### config.mk
export PLATFORM = sky130hd
export DESIGN_NAME = hpil_top
export DESIGN_NICKNAME = d
export VERILOG_FILES = /design/src/verilog/hpil_pkg.sv /design/src/verilog/hpil_sync.sv /design/src/verilog/hpil_top.sv
export SDC_FILE = /design/constraint.sdc
export NUM_CORES = 1
export LEC_CHECK = 0
export BUFFER_PORTS_ARGS = -buffer_cell sky130_fd_sc_hd__buf_2
export CORE_UTILIZATION = 35
export DETAILED_ROUTE_END_ITERATION = 8
export SKIP_CTS_REPAIR_TIMING = 1
export SKIP_LAST_GASP = 1
export SYNTH_ARGS = -nofsm -noshare
export SYNTH_HDL_FRONTEND = slang
export SYNTH_HIERARCHICAL = 1
export SYNTH_SLANG_ARGS = --single-unit
### constraint.sdc
create_clock -name sys_clk -period 2.2 [get_ports sys_clk]
set_input_delay 0.22 -clock sys_clk [delete_from_list [all_inputs] [get_ports sys_clk]]
set_output_delay 0.22 -clock sys_clk [all_outputs]
set_load 0.01 [all_outputs]
### src/verilog/hpil_pkg.sv
// Purpose: shared constants and carrier structs for the host port and irq pin logic
// Assumes: single clock sys_clk at 100 MHz, active-low asynchronous reset
// Notes: register positions below are the internal map chosen for this block
package hpil_pkg;
    // uart channel register indices (3-bit select)
    localparam logic [2:0] UART_IER_IDX = 3'h1; // interrupt enable register
    localparam logic [2:0] UART_MCR_IDX = 3'h4; // modem control register
    // printer port register indices (2-bit select)
    localparam logic [1:0] PRN_DATA_IDX = 2'h0; // printer data port
    localparam logic [1:0] PRN_STAT_IDX = 2'h1; // printer status
    localparam logic [1:0] PRN_CTRL_IDX = 2'h2; // printer control
    // field positions
    localparam int MCR_IRQ_OE_BIT = 3; // modem control bit gating channel irq pin
    localparam int CON_IRQ_EN_BIT = 4; // printer control bit enabling printer irq
    localparam int CON_DIR_IN_BIT = 5; // printer control bit selecting input direction
    localparam int CON_INIT_BIT = 2; // printer control bit driving init line low
    // reset values
    localparam logic [7:0] IER_RST = 8'h00;
    localparam logic [7:0] MCR_RST = 8'h00;
    localparam logic [7:0] CON_RST = 8'h00;
    localparam logic [7:0] PDATA_RST = 8'h00;
    localparam logic [7:0] BUS_IDLE = 8'h00; // read value of unmapped locations
    // synchroniser depth
    localparam int SYNC_STAGES = 2;

    // raw interrupt conditions of one uart channel
    typedef struct packed {
        logic modem_change; // modem status change flag
        logic tx_empty; // transmit holding buffer empty
        logic rx_avail; // receive data available
        logic rx_error; // receiver line error
    } hpil_irq_src_s;

    // printer status inputs
    typedef struct packed {
        logic ack_n; // acknowledge from printer
        logic fault_n; // printer error
        logic paper_out; // paper empty
    } hpil_prn_in_s;

    // host transfer request as seen after synchronising
    typedef enum logic [2:0] {
        HPIL_IDLE = 3'b001,
        HPIL_READ = 3'b010,
        HPIL_WRITE = 3'b100
    } hpil_state_e;
endpackage : hpil_pkg

### src/verilog/hpil_sync.sv
// Purpose: two-stage synchroniser for a vector of asynchronous levels
// Assumes: reset value of every bit is given by a constant parameter
// Notes: only the second stage is visible outside
`timescale 1ns/10ps
module hpil_sync #(
    parameter int WIDTH = 1,
    parameter logic [WIDTH-1:0] RST_VAL = '0
) (
    input wire logic sys_clk,
    input wire logic reset_n,
    input wire logic clk_en,
    input wire logic [WIDTH-1:0] async_in,
    output logic [WIDTH-1:0] sync_out
);
    logic [WIDTH-1:0] meta_r; // first stage, read only by second stage
    logic [WIDTH-1:0] meta_nxt;
    logic [WIDTH-1:0] sync_nxt;

    // next values: shift one stage when enabled
    always_comb begin
        meta_nxt = meta_r;
        sync_nxt = sync_out;
        if (clk_en) begin
            meta_nxt = async_in;
            sync_nxt = meta_r;
        end
    end

    // registers
    always_ff @(posedge sys_clk or negedge reset_n) begin
        if (!reset_n) begin
            meta_r <= RST_VAL;
            sync_out <= RST_VAL;
        end else begin
            meta_r <= meta_nxt;
            sync_out <= sync_nxt;
        end
    end
endmodule : hpil_sync

### src/verilog/hpil_top.sv
// Purpose: host strobes, channel irq pins, printer port and printer irq logic
// Assumes: strobes and printer inputs are asynchronous; pull-ups are external pads
// Notes: all outputs registered except init_out, tied low; a pin enable high means this block drives it
`timescale 1ns/10ps
module hpil_top #(
    parameter bit INVERTED_VARIANT = 1'b0 // latched irq releases high when set
) (
    input wire logic sys_clk,
    input wire logic reset_n,
    input wire logic clk_en,
    // host side
    input wire logic host_read_strobe_n,
    input wire logic host_write_strobe_n,
    input wire logic chan_a_select_n,
    input wire logic chan_b_select_n,
    input wire logic printer_port_select_n,
    input wire logic [2:0] register_select,
    input wire logic [7:0] host_data_bus_in,
    output logic [7:0] host_data_bus_out,
    output logic host_data_bus_oe,
    output logic read_active_out,
    // uart channel status from the serial cores
    input wire hpil_pkg::hpil_irq_src_s chan_a_irq_src,
    input wire hpil_pkg::hpil_irq_src_s chan_b_irq_src,
    input wire logic [1:0] rx_char_avail,
    input wire logic [1:0] rx_trigger_hit,
    input wire logic [1:0] fifo_mode,
    output logic [1:0] chan_irq_out,
    output logic [1:0] chan_irq_oe,
    output logic [1:0] rx_data_avail_n,
    output logic uart_io_enable,
    // printer side
    input wire logic [7:0] printer_data_port_in,
    output logic [7:0] printer_data_port_out,
    output logic printer_data_port_oe,
    input wire logic init_in,
    output logic init_out,
    output logic init_oe,
    input wire hpil_pkg::hpil_prn_in_s prn_in,
    input wire logic irq_latch_select,
    output logic printer_irq_out,
    output logic printer_irq_oe
);
    // synchronised inputs: strobes, selects, printer status
    localparam int SW = 8;
    logic [SW-1:0] raw_vec;
    logic [SW-1:0] syn_vec;
    logic rd_n_s, wr_n_s, csa_n_s, csb_n_s, csp_n_s, ack_n_s, fault_n_s, paper_s;
    logic [7:0] pd_in_s;
    logic init_in_s;

    assign raw_vec = {host_read_strobe_n, host_write_strobe_n, chan_a_select_n,
                      chan_b_select_n, printer_port_select_n, prn_in.ack_n,
                      prn_in.fault_n, prn_in.paper_out};
    assign {rd_n_s, wr_n_s, csa_n_s, csb_n_s, csp_n_s, ack_n_s, fault_n_s, paper_s} = syn_vec;

    // strobes, selects and printer status through two stages before use
    // idle levels: strobes, selects, ack and fault high, paper flag low
    hpil_sync #(.WIDTH(SW), .RST_VAL(8'hfe)) u_sync_ctl (
        .sys_clk(sys_clk),
        .reset_n(reset_n),
        .clk_en(clk_en),
        .async_in(raw_vec),
        .sync_out(syn_vec)
    );

    // printer data and init readback synchronised as a group
    hpil_sync #(.WIDTH(9), .RST_VAL(9'h100)) u_sync_pd (
        .sys_clk(sys_clk),
        .reset_n(reset_n),
        .clk_en(clk_en),
        .async_in({init_in, printer_data_port_in}),
        .sync_out({init_in_s, pd_in_s})
    );

    // strobe edge detection on synchronised levels
    logic rd_n_d_r, wr_n_d_r;
    logic rd_fall, rd_rise, wr_fall;
    assign rd_fall = rd_n_d_r & ~rd_n_s;
    assign rd_rise = ~rd_n_d_r & rd_n_s;
    assign wr_fall = wr_n_d_r & ~wr_n_s;

    // transfer state
    hpil_pkg::hpil_state_e st_r, st_nxt;

    // host visible registers
    logic [7:0] ier_r [2];
    logic [7:0] mcr_r [2];
    logic [7:0] ier_nxt [2];
    logic [7:0] mcr_nxt [2];
    logic [7:0] con_r, con_nxt;
    logic [7:0] pdata_r, pdata_nxt;
    logic [7:0] rdata_r, rdata_nxt;
    logic rd_oe_r, rd_oe_nxt;
    logic rd_act_r, rd_act_nxt;
    logic [1:0] rd_csel_r, rd_csel_nxt; // {channel b, channel a} select; printer select held in rd_csp_r
    logic rd_csp_r, rd_csp_nxt;

    // printer status byte from bit 7 down: ack, irq pending, paper, fault
    logic pirq_pend_r, pirq_pend_nxt;
    logic [7:0] prn_status;
    assign prn_status = {~ack_n_s, pirq_pend_r, paper_s, fault_n_s, 4'h0};

    // read mux for the register picked at the falling read strobe
    function automatic logic [7:0] read_mux(
        input logic [1:0] csel,
        input logic csp,
        input logic [2:0] sel,
        input logic [7:0] ier0,
        input logic [7:0] ier1,
        input logic [7:0] mcr0,
        input logic [7:0] mcr1,
        input logic [7:0] pdin,
        input logic [7:0] pdat,
        input logic [7:0] stat,
        input logic [7:0] printer_control_reg,
        input logic dir_in
    );
        logic [7:0] v;
        v = hpil_pkg::BUS_IDLE;
        if (csp) begin
            case (sel[1:0])
                hpil_pkg::PRN_DATA_IDX: v = dir_in ? pdin : pdat;
                hpil_pkg::PRN_STAT_IDX: v = stat;
                hpil_pkg::PRN_CTRL_IDX: v = printer_control_reg;
                default: v = hpil_pkg::BUS_IDLE;
            endcase
        end else if (csel != 2'b00) begin
            case (sel)
                hpil_pkg::UART_IER_IDX: v = csel[1] ? ier1 : ier0;
                hpil_pkg::UART_MCR_IDX: v = csel[1] ? mcr1 : mcr0;
                default: v = hpil_pkg::BUS_IDLE;
            endcase
        end
        return v;
    endfunction : read_mux

    // host transfer sequencing and register writes
    always_comb begin
        st_nxt = st_r;
        ier_nxt = ier_r;
        mcr_nxt = mcr_r;
        con_nxt = con_r;
        pdata_nxt = pdata_r;
        rdata_nxt = rdata_r;
        rd_oe_nxt = rd_oe_r;
        rd_act_nxt = rd_act_r;
        rd_csel_nxt = rd_csel_r;
        rd_csp_nxt = rd_csp_r;
        case (st_r)
            hpil_pkg::HPIL_IDLE: begin
                if (rd_fall) begin
                    // capture the selected register onto the bus
                    rd_csel_nxt = {~csb_n_s, ~csa_n_s};
                    rd_csp_nxt = ~csp_n_s;
                    rdata_nxt = read_mux({~csb_n_s, ~csa_n_s}, ~csp_n_s, register_select,
                                         ier_r[0], ier_r[1], mcr_r[0], mcr_r[1], pd_in_s,
                                         pdata_r, prn_status, con_r,
                                         con_r[hpil_pkg::CON_DIR_IN_BIT]);
                    rd_oe_nxt = ~(csa_n_s & csb_n_s & csp_n_s);
                    rd_act_nxt = rd_oe_nxt;
                    st_nxt = hpil_pkg::HPIL_READ;
                end else if (wr_fall) begin
                    // store bus into the addressed register
                    if (!csp_n_s) begin
                        case (register_select[1:0])
                            hpil_pkg::PRN_DATA_IDX: pdata_nxt = host_data_bus_in;
                            hpil_pkg::PRN_CTRL_IDX: con_nxt = host_data_bus_in;
                            default: ;
                        endcase
                    end
                    for (int c = 0; c < 2; c++) begin
                        if ((c == 0 && !csa_n_s) || (c == 1 && !csb_n_s)) begin
                            if (register_select == hpil_pkg::UART_IER_IDX)
                                ier_nxt[c] = host_data_bus_in;
                            if (register_select == hpil_pkg::UART_MCR_IDX)
                                mcr_nxt[c] = host_data_bus_in;
                        end
                    end
                    st_nxt = hpil_pkg::HPIL_WRITE;
                end
            end
            hpil_pkg::HPIL_READ: begin
                if (rd_rise) begin
                    // end of read cycle releases the bus
                    rd_oe_nxt = 1'b0;
                    rd_act_nxt = 1'b0;
                    st_nxt = hpil_pkg::HPIL_IDLE;
                end
            end
            hpil_pkg::HPIL_WRITE: begin
                if (wr_n_s) st_nxt = hpil_pkg::HPIL_IDLE;
            end
            default: st_nxt = hpil_pkg::HPIL_IDLE;
        endcase
    end

    // printer irq: follow or latched mode
    logic pirq_lvl_r, pirq_lvl_nxt;
    logic pirq_oe_r, pirq_oe_nxt;
    logic ack_n_d_r;
    logic ack_fall;
    logic pirq_read_end;
    assign ack_fall = ack_n_d_r & ~ack_n_s;
    assign pirq_read_end = (st_r == hpil_pkg::HPIL_READ) & rd_rise & rd_csp_r;

    always_comb begin
        pirq_pend_nxt = pirq_pend_r;
        // set wins over the clearing read end
        if (ack_fall) pirq_pend_nxt = 1'b1;
        else if (pirq_read_end) pirq_pend_nxt = 1'b0;
        if (!irq_latch_select) begin
            pirq_lvl_nxt = ack_n_s;
        end else begin
            pirq_lvl_nxt = INVERTED_VARIANT ? ~pirq_pend_nxt : pirq_pend_nxt;
        end
        pirq_oe_nxt = con_nxt[hpil_pkg::CON_IRQ_EN_BIT];
    end

    // channel irq pins and rx ready, one per channel
    logic [1:0] cirq_nxt, cirq_oe_nxt, rxrdy_n_nxt;
    hpil_pkg::hpil_irq_src_s src [2];
    assign src[0] = chan_a_irq_src;
    assign src[1] = chan_b_irq_src;

    for (genvar c = 0; c < 2; c++) begin : g_chan
        always_comb begin
            logic cond;
            cond = 1'b0;
            // low nibble of enable register gates the four sources
            cond = (src[c].rx_avail & ier_nxt[c][0]) | (src[c].tx_empty & ier_nxt[c][1])
                 | (src[c].rx_error & ier_nxt[c][2])
                 | (src[c].modem_change & ier_nxt[c][3]);
            cirq_oe_nxt[c] = mcr_nxt[c][hpil_pkg::MCR_IRQ_OE_BIT];
            cirq_nxt[c] = cirq_oe_nxt[c] & cond;
            // fifo mode uses trigger level, otherwise one character
            rxrdy_n_nxt[c] = fifo_mode[c] ? ~rx_trigger_hit[c] : ~rx_char_avail[c];
        end
    end

    // printer port pin drive
    logic pd_oe_nxt, init_oe_nxt;
    always_comb begin
        pd_oe_nxt = ~con_nxt[hpil_pkg::CON_DIR_IN_BIT];
        init_oe_nxt = con_nxt[hpil_pkg::CON_INIT_BIT];
    end

    // all state registers; frozen while clk_en is low
    always_ff @(posedge sys_clk or negedge reset_n) begin
        if (!reset_n) begin
            // all cleared except strobe/ack delays and rx ready, set high, and state to idle (3'b001); uart pins disabled during reset
            st_r <= hpil_pkg::HPIL_IDLE;
            rd_n_d_r <= 1'b1;
            wr_n_d_r <= 1'b1;
            ack_n_d_r <= 1'b1;
            ier_r[0] <= hpil_pkg::IER_RST;
            ier_r[1] <= hpil_pkg::IER_RST;
            mcr_r[0] <= hpil_pkg::MCR_RST;
            mcr_r[1] <= hpil_pkg::MCR_RST;
            con_r <= hpil_pkg::CON_RST;
            pdata_r <= hpil_pkg::PDATA_RST;
            rdata_r <= hpil_pkg::BUS_IDLE;
            rd_oe_r <= 1'b0;
            rd_act_r <= 1'b0;
            rd_csel_r <= 2'b00;
            rd_csp_r <= 1'b0;
            pirq_pend_r <= 1'b0;
            pirq_lvl_r <= 1'b0;
            pirq_oe_r <= 1'b0;
            chan_irq_out <= 2'b00;
            chan_irq_oe <= 2'b00;
            rx_data_avail_n <= 2'b11;
            printer_data_port_oe <= 1'b0;
            init_oe <= 1'b0;
            uart_io_enable <= 1'b0;
        end else if (clk_en) begin
            st_r <= st_nxt;
            rd_n_d_r <= rd_n_s;
            wr_n_d_r <= wr_n_s;
            ack_n_d_r <= ack_n_s;
            ier_r <= ier_nxt;
            mcr_r <= mcr_nxt;
            con_r <= con_nxt;
            pdata_r <= pdata_nxt;
            rdata_r <= rdata_nxt;
            rd_oe_r <= rd_oe_nxt;
            rd_act_r <= rd_act_nxt;
            rd_csel_r <= rd_csel_nxt;
            rd_csp_r <= rd_csp_nxt;
            pirq_pend_r <= pirq_pend_nxt;
            pirq_lvl_r <= pirq_lvl_nxt;
            pirq_oe_r <= pirq_oe_nxt;
            chan_irq_out <= cirq_nxt;
            chan_irq_oe <= cirq_oe_nxt;
            rx_data_avail_n <= rxrdy_n_nxt;
            printer_data_port_oe <= pd_oe_nxt;
            init_oe <= init_oe_nxt;
            uart_io_enable <= 1'b1;
        end
    end

    // outputs straight from flip-flops; init_out tied low
    assign host_data_bus_out = rdata_r;
    assign host_data_bus_oe = rd_oe_r;
    assign read_active_out = rd_act_r;
    assign printer_data_port_out = pdata_r;
    assign init_out = 1'b0; // open drain: only pulls low when enabled
    assign printer_irq_out = pirq_lvl_r;
    assign printer_irq_oe = pirq_oe_r;
endmodule : hpil_top

# Yosys cells after proc, flatten, opt, wreduce, memory -nomap -nowiden
# Index checks and enable logic that the tools add are counted.
[word_totals]
in_bits = 46
reg_bits = 108
wordCells = 131
[op_classes]
n_reduce_logical = 12
bitwise_logic = 38
n_eq_ne = 11
mux = 39
[ops]
columns = ["op", "n"]
rows = [
  ["$mux 12", 6],
  ["$mux 8", 9],
  ["$reduce_and 6->1", 6],
  ["$mux 6", 5],
  ["$pmux 8 s3", 1],
  ["$and 1x1->1", 18],
  ["$mux 4", 4],
  ["$pmux 8 s2", 1],
  ["$not 1->1", 14],
  ["$mux 3", 4],
  ["$pmux 3 s3", 1],
  ["$reduce_and 4->1", 2],
  ["$mux 1", 7],
  ["$eq 3x1->1 const B", 2],
  ["$eq 3x3->1 const B", 2],
  ["$or 1x1->1", 6],
  ["$ne 2x2->1 const B", 2],
  ["$reduce_bool 2->1", 2],
  ["$eq 3x2->1 const B", 1],
  ["$ne 3x3->1 const B", 1],
  ["$reduce_and 3->1", 1],
  ["$eq 2x1->1 const B", 1],
  ["$eq 2x2->1 const B", 1],
  ["$logic_not 2->1", 1],
  ["other kinds (2)", 2],
]

# Depth between registers and ports, before layout
# Gate-level depths: netlist of run 1.
[depth]
depth_word = 11
mapped_depth = 7
depth_no_buf = 5

# Modules after synthesis
# Netlist of run 1, hierarchy kept.
[by_module_without_submodules]
columns = ["module", "instances", "cells_per_inst", "seq_area_each_um2", "area_per_inst_um2"]
rows = [
  ["hpil_top", 1, 321, 1809.2, 3731.1],
  ["hpil_sync at u_sync_pd", 1, 38, 452.9, 724.4],
  ["hpil_sync at u_sync_ctl", 1, 34, 417.9, 666.9],
]

# Least setup slack after synthesis of run 1
# No wires, ideal clock.
[synth_path]
path_kind = "register to register"
startpoint = "register u_sync_ctl.sync_out[5]"
endpoint = "register chan_irq_out[0]"
synth_period_minus_slack_ns = 2.446
t_required_ns = 2.065
path_buffers = 1
t_arrival_ns = 2.311
path_slack_ns = -0.246
stages_incl_launch_ff = 7
cell_sequence = "dfstp_2 -> clkbuf_1 -> or4b_2 -> nor4_2 -> mux2_2 -> a2111oi_0 -> o31ai_1"
[synth_between]
elab_chain_cells = 9
elab_cells_between_ends = 16
[synth_rtl]
columns = ["element", "line", "text"]
rows = [
  ["from (decl)", "hpil_sync.sv:13", "output logic [WIDTH-1:0] sync_out"],
  ["from (signal assigned)", "hpil_sync.sv:36", "sync_out <= sync_nxt;"],
  ["$mux 4", "hpil_top.sv:173", "if ((c == 0 && !csa_n_s) || (c == 1 && !csb_n_s)) begin"],
  ["$mux 12", "hpil_top.sv:163", "end else if (wr_fall) begin"],
  ["$mux 12", "hpil_top.sv:152", "if (rd_fall) begin"],
  ["$mux 12", "hpil_top.sv:150", "case (st_r)"],
  ["$and 1x1->1", "hpil_top.sv:231", "cond = (src[c].rx_avail & ier_nxt[c][0]) | (src[c].tx_empty & ier_nxt[c][1])"],
  ["$or 1x1->1", "hpil_top.sv:231", ""],
  ["$or 1x1->1", "hpil_top.sv:232", "| (src[c].rx_error & ier_nxt[c][2])"],
  ["$or 1x1->1", "hpil_top.sv:233", "| (src[c].modem_change & ier_nxt[c][3]);"],
  ["$and 1x1->1 (*)", "hpil_top.sv:235", "cirq_nxt[c] = cirq_oe_nxt[c] & cond;"],
  ["to (signal assigned)", "hpil_top.sv:293", "chan_irq_out <= cirq_nxt;"],
  ["to (decl)", "hpil_top.sv:28", "output logic [1:0] chan_irq_out,"],
]
# Mark *: on every way between the ends. The rest lies on a longest branch, timed or not.
# A chain may end at the register's enable or synchronous reset.

# Worst setup path in the final report of run 1
[layout_path]
startpoint = "register st_r[0]"
endpoint = "register ier_r[10] (netlist name)"
[layout_between]
elab_chain_cells = 2
[layout_rtl]
columns = ["element", "line", "text"]
rows = [
  ["from (decl)", "hpil_top.sv:84", "hpil_pkg::hpil_state_e st_r, st_nxt;"],
  ["from (signal assigned)", "hpil_top.sv:252", "st_r <= hpil_pkg::HPIL_IDLE;"],
  ["from (signal assigned)", "hpil_top.sv:277", "st_r <= st_nxt;"],
  ["$eq 3x1->1", "hpil_top.sv:150", ""],
  ["$mux 12", "hpil_top.sv:150", ""],
  ["to (signal assigned)", "hpil_top.sv:281", "ier_r <= ier_nxt;"],
  ["to (decl)", "hpil_top.sv:87", "logic [7:0] ier_r [2];"],
]
# No other way between the ends.

==> results of run 1 <==
-- layout make-up --
cell class / instances / area [µm²] / area share
flip-flops and latches: 104 / 2628 / 0.4336
multi-input cells: 252 / 2291 / 0.3781
repair buffers: 101 / 604.3 / 0.09973
clock buffers: 10 / 239.0 / 0.03944
well taps: 180 / 225.2 / 0.03717
clock inverters: 6 / 42.54 / 0.007020
inverters: 8 / 30.03 / 0.004956
-- cells in the final DEF, fill, tap and decap left out, types with 3 or more instances in the layout --
cell	n
clkbuf_16	9
buf_2	72
dfrtp_1	84
a22oi_1	5
o22ai_1	8
mux2_4	38
nand2_1	27
o21ai_0	20
inv_1	8
a221oi_1	4
a2bb2oi_1	4
buf_4	25
o31ai_1	3
dfstp_2	20
nor2_1	19
mux2_2	46
or2_2	3
mux2i_1	31
nand2b_1	3
nor3_1	4
-- final timing paths --
check | startpoint | slack, ps | cells past startpoint | endpoint
max | st_r[0] | -140 | 5 | ier_r[10]
min | printer_data_port_in[1] | 90 | 2 | u_sync_pd/meta_r[1]
max reg2reg | st_r[0] | -140 | 5 | ier_r[10]
min reg2reg | uart_io_enable | 470 | 1 | uart_io_enable
max in group asynchronous | reset_n | 1320 | 3 | rx_data_avail_n[1]
min in group asynchronous | reset_n | 440 | 3 | u_sync_pd/meta_r[0]
-- sequential cells by signal, indices dropped and copies added, names as in the netlist, 2 cells and up --
register and cells:
chan_irq_oe 2, chan_irq_out 2, con_r 8, host_data_bus_out 8, ier_r 16, mcr_r 14, printer_data_port_out 8, rx_data_avail_n 2
st_r 3, u_sync_ctl/meta_r 8, u_sync_ctl/sync_out 8, u_sync_pd/meta_r 8, u_sync_pd/sync_out 8
-- metal layers --
| layer | global-route usage | vias to the layer above |
|---|---|---|
| li1 | - | 1582 |
| met1 | 0.2230 | 1663 |
| met2 | 0.2444 | 97 |
| met3 | 0.03933 | 11 |
| met4 | 0.06021 | 0 |
| met5 | 0 | - |
-- through the flow --
stage               instances  utilization  power (mW)  hold slack, ps  worst slack [ps]
CTS                       660       0.4294       6.061          -56.13            -162.4
finish                    661       0.4332       6.029           94.87            -138.4
detailed placement        644       0.4093       4.513           328.7            -136.2
global route              661       0.4332       6.398           77.97            -192.8
floorplan                 389            -       3.849          -75.59            -159.3
global placement          644       0.4093       4.456           326.6            -126.8
-- power breakdown --
| part | internal (mW) | switching (mW) |
|---|---|---|
| combinational | 0.940 | 0.818 |
| clock | 0.802 | 0.717 |
| sequential | 2.42 | 0.333 |
==> run metrics, run 1 <==
status=finished, violations left; failing checks=negative setup slack; Mapped Nets=435; H-Tree Depth=3; YS warnings=6; Final Hold Vio Count=0; Worst setup SP type=register; met2 wire length=4981 µm; Syn Area/Cell=between 10 and 15 µm²; post-DP HPWL=8166 µm; power density over the cells=roughly 990 mW/mm²; CP cell instances=or3b_4 -> or4_4 -> or3_4 -> buf_8 -> mux2_4; Sink Count=about 100; chip width=~120 µm; CP Max Fanout=8; CTS tree=done; gpl congestion=0.7447; Buf+Inv Stages, Crit Path=1; clk_lat worst skew=around 350 ps; I/O pin count=between 70 and 80; design area=0.006060 mm²; # setup viols final=18; via count of the first global-routing pass=roughly 3,500; Mapped Area=roughly 0.0050 mm²; RSZ-0062 raised after global routing=true; skew final=roughly 3.5 ps; vias per cell=just over 5; post-DR wirelength/cell=16.86 µm; root buf cell=clkbuf_16; Worst Path Class, Setup=register to register; final setup margin=-138.4 ps; Rel. slew slack=0.5608; die height=approximately 120 µm; GRT Total Usage=0.1616; CP arrival=around 2600 ps; Crit path max-delay family=simple AND/OR/NAND/NOR gates; final net count=around 520; DRT iter0 DRCs=between 150 and 200; slowest stage cell, crit path=dfstp_2; Leakage=between 2 and 3 nW; ANT nets after route=0; wire length on met3=555 µm; Overflow after GRT=0; row count=43; Residual DRC=0; die area=~0.015 mm²; initial antenna violation count=0; area of placed instances=approximately 0.0057 mm²; Initial Util=0.3608; fraction of layout cells with a size suffix above 1=0.4948; CTS Buf Count=9; Worst-path clk slew=around 70 ps; WL final=between 10,000 and 15,000 µm; max incr delay on CP=~530 ps; Max clock buf depth=2; Worst-Margin Slew=657.4 ps; Fill cells=about 1,300; DR top layer=met4; Syn-to-layout area delta=20.05%; Max-Cap Viols=0; Placeable Area=0.01399 mm²; fin crit period=2338 ps; maximum operating frequency=427.7 MHz; port bufs=73; diode count=0; DR pass1 iterations=4; setup TNS=-2133 ps; WL met1=~5400 µm; DR vias=3,353; cells after synthesis=389; pin count of the biggest net entering global routing=~110; CP endpoint kind=register; HP Class=input pin to register; Slew Limit Fails=0; Critical Path RT=between 2000 and 2500 ps; first-pass GRT wire length=roughly 18,000 µm; Peak VDD IR=0.5963 mV; final period utilization=1.063
Power figures use the tool's default switching activity.
==> inputs of run 2 (changes only) <==
GPL_TIMING_DRIVEN = 0   (was default)
==> run 2 against run 1 <==
  * The run still ends with negative setup slack left
  * Largest power group unchanged
  * Worst hold slack got worse by 0.69 ps
  * Clock skew increased by 4.2 ps
  * Routed wire length decreased by 0.83%
  * Critical endpoint is now ier_r[13]
  * Design area increased by 0.33%
==> run metrics, run 2 (synthesized netlist as in run 1, its figures left out) <==
status=finished, violations left; failing checks=negative setup slack; RSZ-0062 raised after global routing=true; Overflow after GRT=0; post-DP HPWL=8164 µm; first-pass GRT wire length=17,880 µm; Worst Path Class, Setup=register to register; Placeable Area=0.01399 mm²; reg2reg path depth=4; Crit path max-delay family=simple AND/OR/NAND/NOR gates; diode count=0; die area=0.01490 mm²; # setup viols final=25; port bufs=71; CTS Buf Count=9; Initial Util=0.3608; die height=roughly 120 µm; row count=43; CP arrival=approximately 2600 ps; R2R Path End=ier_r[13]; vias per cell=between 5 and 6; Tot Pwr=approximately 6.0 mW; Peak VDD IR=roughly 0.57 mV; chip width=122.1 µm; WL final=11,050 µm; Largest Register=ier_r; Worst setup SP type=register; GRT Total Usage=0.1607; power density over the cells=roughly 1000 mW/mm²; commonest non-fill, non-tap cells in the layout=84 x dfrtp_1, 71 x buf_2, 46 x mux2_2, 38 x mux2_4, 31 x mux2i_1; Max clock buf depth=2; CP Max Fanout=8; I/O pin count=76; Buf+Inv Stages, Crit Path=0; Levels on crit path=4; CP endpoint kind=register; Critical Path RT=approximately 2400 ps; HP Class=input pin to register; fraction of layout cells with a size suffix above 1=0.4813; initial antenna violation count=0; Worst-path clk slew=approximately 70 ps; r2r setup slk=-200 ps; skew final=approximately 7.8 ps; Setup WS pre-CTS=-361.8 ps; DR pass1 iterations=4; final period utilization=1.092; Residual DRC=0; max incr delay on CP=around 560 ps; Sink Count=around 100; Max-Cap Viols=0; H-Tree Depth=3; RR Startpoint=st_r[0]; ANT nets after route=0; Leakage=approximately 2.9 nW; crit path from=st_r[0]; final net count=around 520; clk_lat worst skew=~350 ps; maximum operating frequency=around 420 MHz; CP cell instances=or3b_4 -> or4_4 -> or3_4 -> mux2_4; Rel. slew slack=0.5272; post-DR wirelength/cell=16.70 µm; root buf cell=clkbuf_16; fin crit period=between 2000 and 2500 ps; DR vias=3,320; CTS tree=done; setup TNS=-3928 ps; Slew Limit Fails=0; Worst-Margin Slew=a little over 700 ps; Syn-to-layout area delta=20.45%; Final Hold Vio Count=0; max FFs per register=16; DRT iter0 DRCs=about 140; slowest stage cell, crit path=dfstp_2; final setup margin=-202.3 ps; pin count of the biggest net entering global routing=54; Fill cells=~1,300; Regs by FF count=ier_r: 16 flops, mcr_r: 14 flops; gpl congestion=around 0.72; commonest non-fill, non-tap cell in the layout=dfrtp_1; Critical Path End=ier_r[13]; via count of the first global-routing pass=about 3,300
## run 2: changes by cell type in the layout (fill, tap and decap cells not counted), moves of 2 or more
cell | before | now
clkinv_4 | 0 | 2
clkbuf_2 | 0 | 2
buf_6 | 1 | 4
clkinvlp_4 | 2 | 0
buf_4 | 25 | 12
clkbuf_1 | 0 | 9
## run 2: final cells by class
cell class,count,area (µm²),area share
Clock inverter,6,51.30,0.008438
Timing Repair Buffer,80,447.9,0.07368
Inverter,8,30.03,0.004939
Sequential cell,104,2628,0.4322
Multi-Input combinational cell,252,2305,0.3791
Tap cell,180,225.2,0.03704
Clock buffer,10,229.0,0.03766
Buffer,22,163.9,0.02696
## run 2: stage by stage
step | hold WS, ps | cells | util | instance area, µm²
3_3_place_gp | 450.5 | 640 | 0.4064 | 5685
2_1_floorplan | -75.59 | 389 | - | 5105
4_1_cts | -73.62 | 657 | 0.4286 | 5996
6_report | 94.18 | 662 | 0.4346 | 6080
3_5_place_dp | 306.9 | 641 | 0.4086 | 5715
5_1_grt | 76.69 | 662 | 0.4346 | 6080
## run 2: how the worst min path moves through the flow
| stage | from | endpoint | depth (start not counted) | slack, ps |
|---|---|---|---|---|
| 2_1_floorplan | reset_n | chan_irq_oe[0] | 0 | -80 |
| 3_3_place_gp | uart_io_enable | uart_io_enable | 1 | 450 |
| 3_5_place_dp | reset_n | u_sync_pd/meta_r[2] | 1 | 310 |
| 4_1_cts | reset_n | u_sync_pd/meta_r[2] | 1 | -70 |
| 5_1_grt | printer_data_port_in[7] | u_sync_pd/meta_r[7] | 2 | 80 |
| 6_report | printer_data_port_in[7] | u_sync_pd/meta_r[7] | 2 | 90 |
## run 2: routing by layer
metal  up-vias  GRT usage  part of all wire
li1       1585          -                 -
met1      1650     0.2209              0.48
met2        77     0.2486              0.45
met3         8    0.04494             0.052
met4         0    0.04116             0.010
met5         -          0                 0
## run 2: worst reg2reg max path, stage by stage, from the launching register on
cell,delay (ps)
dfstp_2,560
or3b_4,390
or4_4,570
or3_4,450
mux2_4,340
## run 2: power breakdown
group	total [mW]	internal, mW	leakage, nW	switching (mW)
clock network	1.52	0.786	0.139	0.737
registers	2.73	2.42	1.28	0.310
logic	1.72	0.902	1.44	0.821
total	5.97	4.11	2.86	1.87
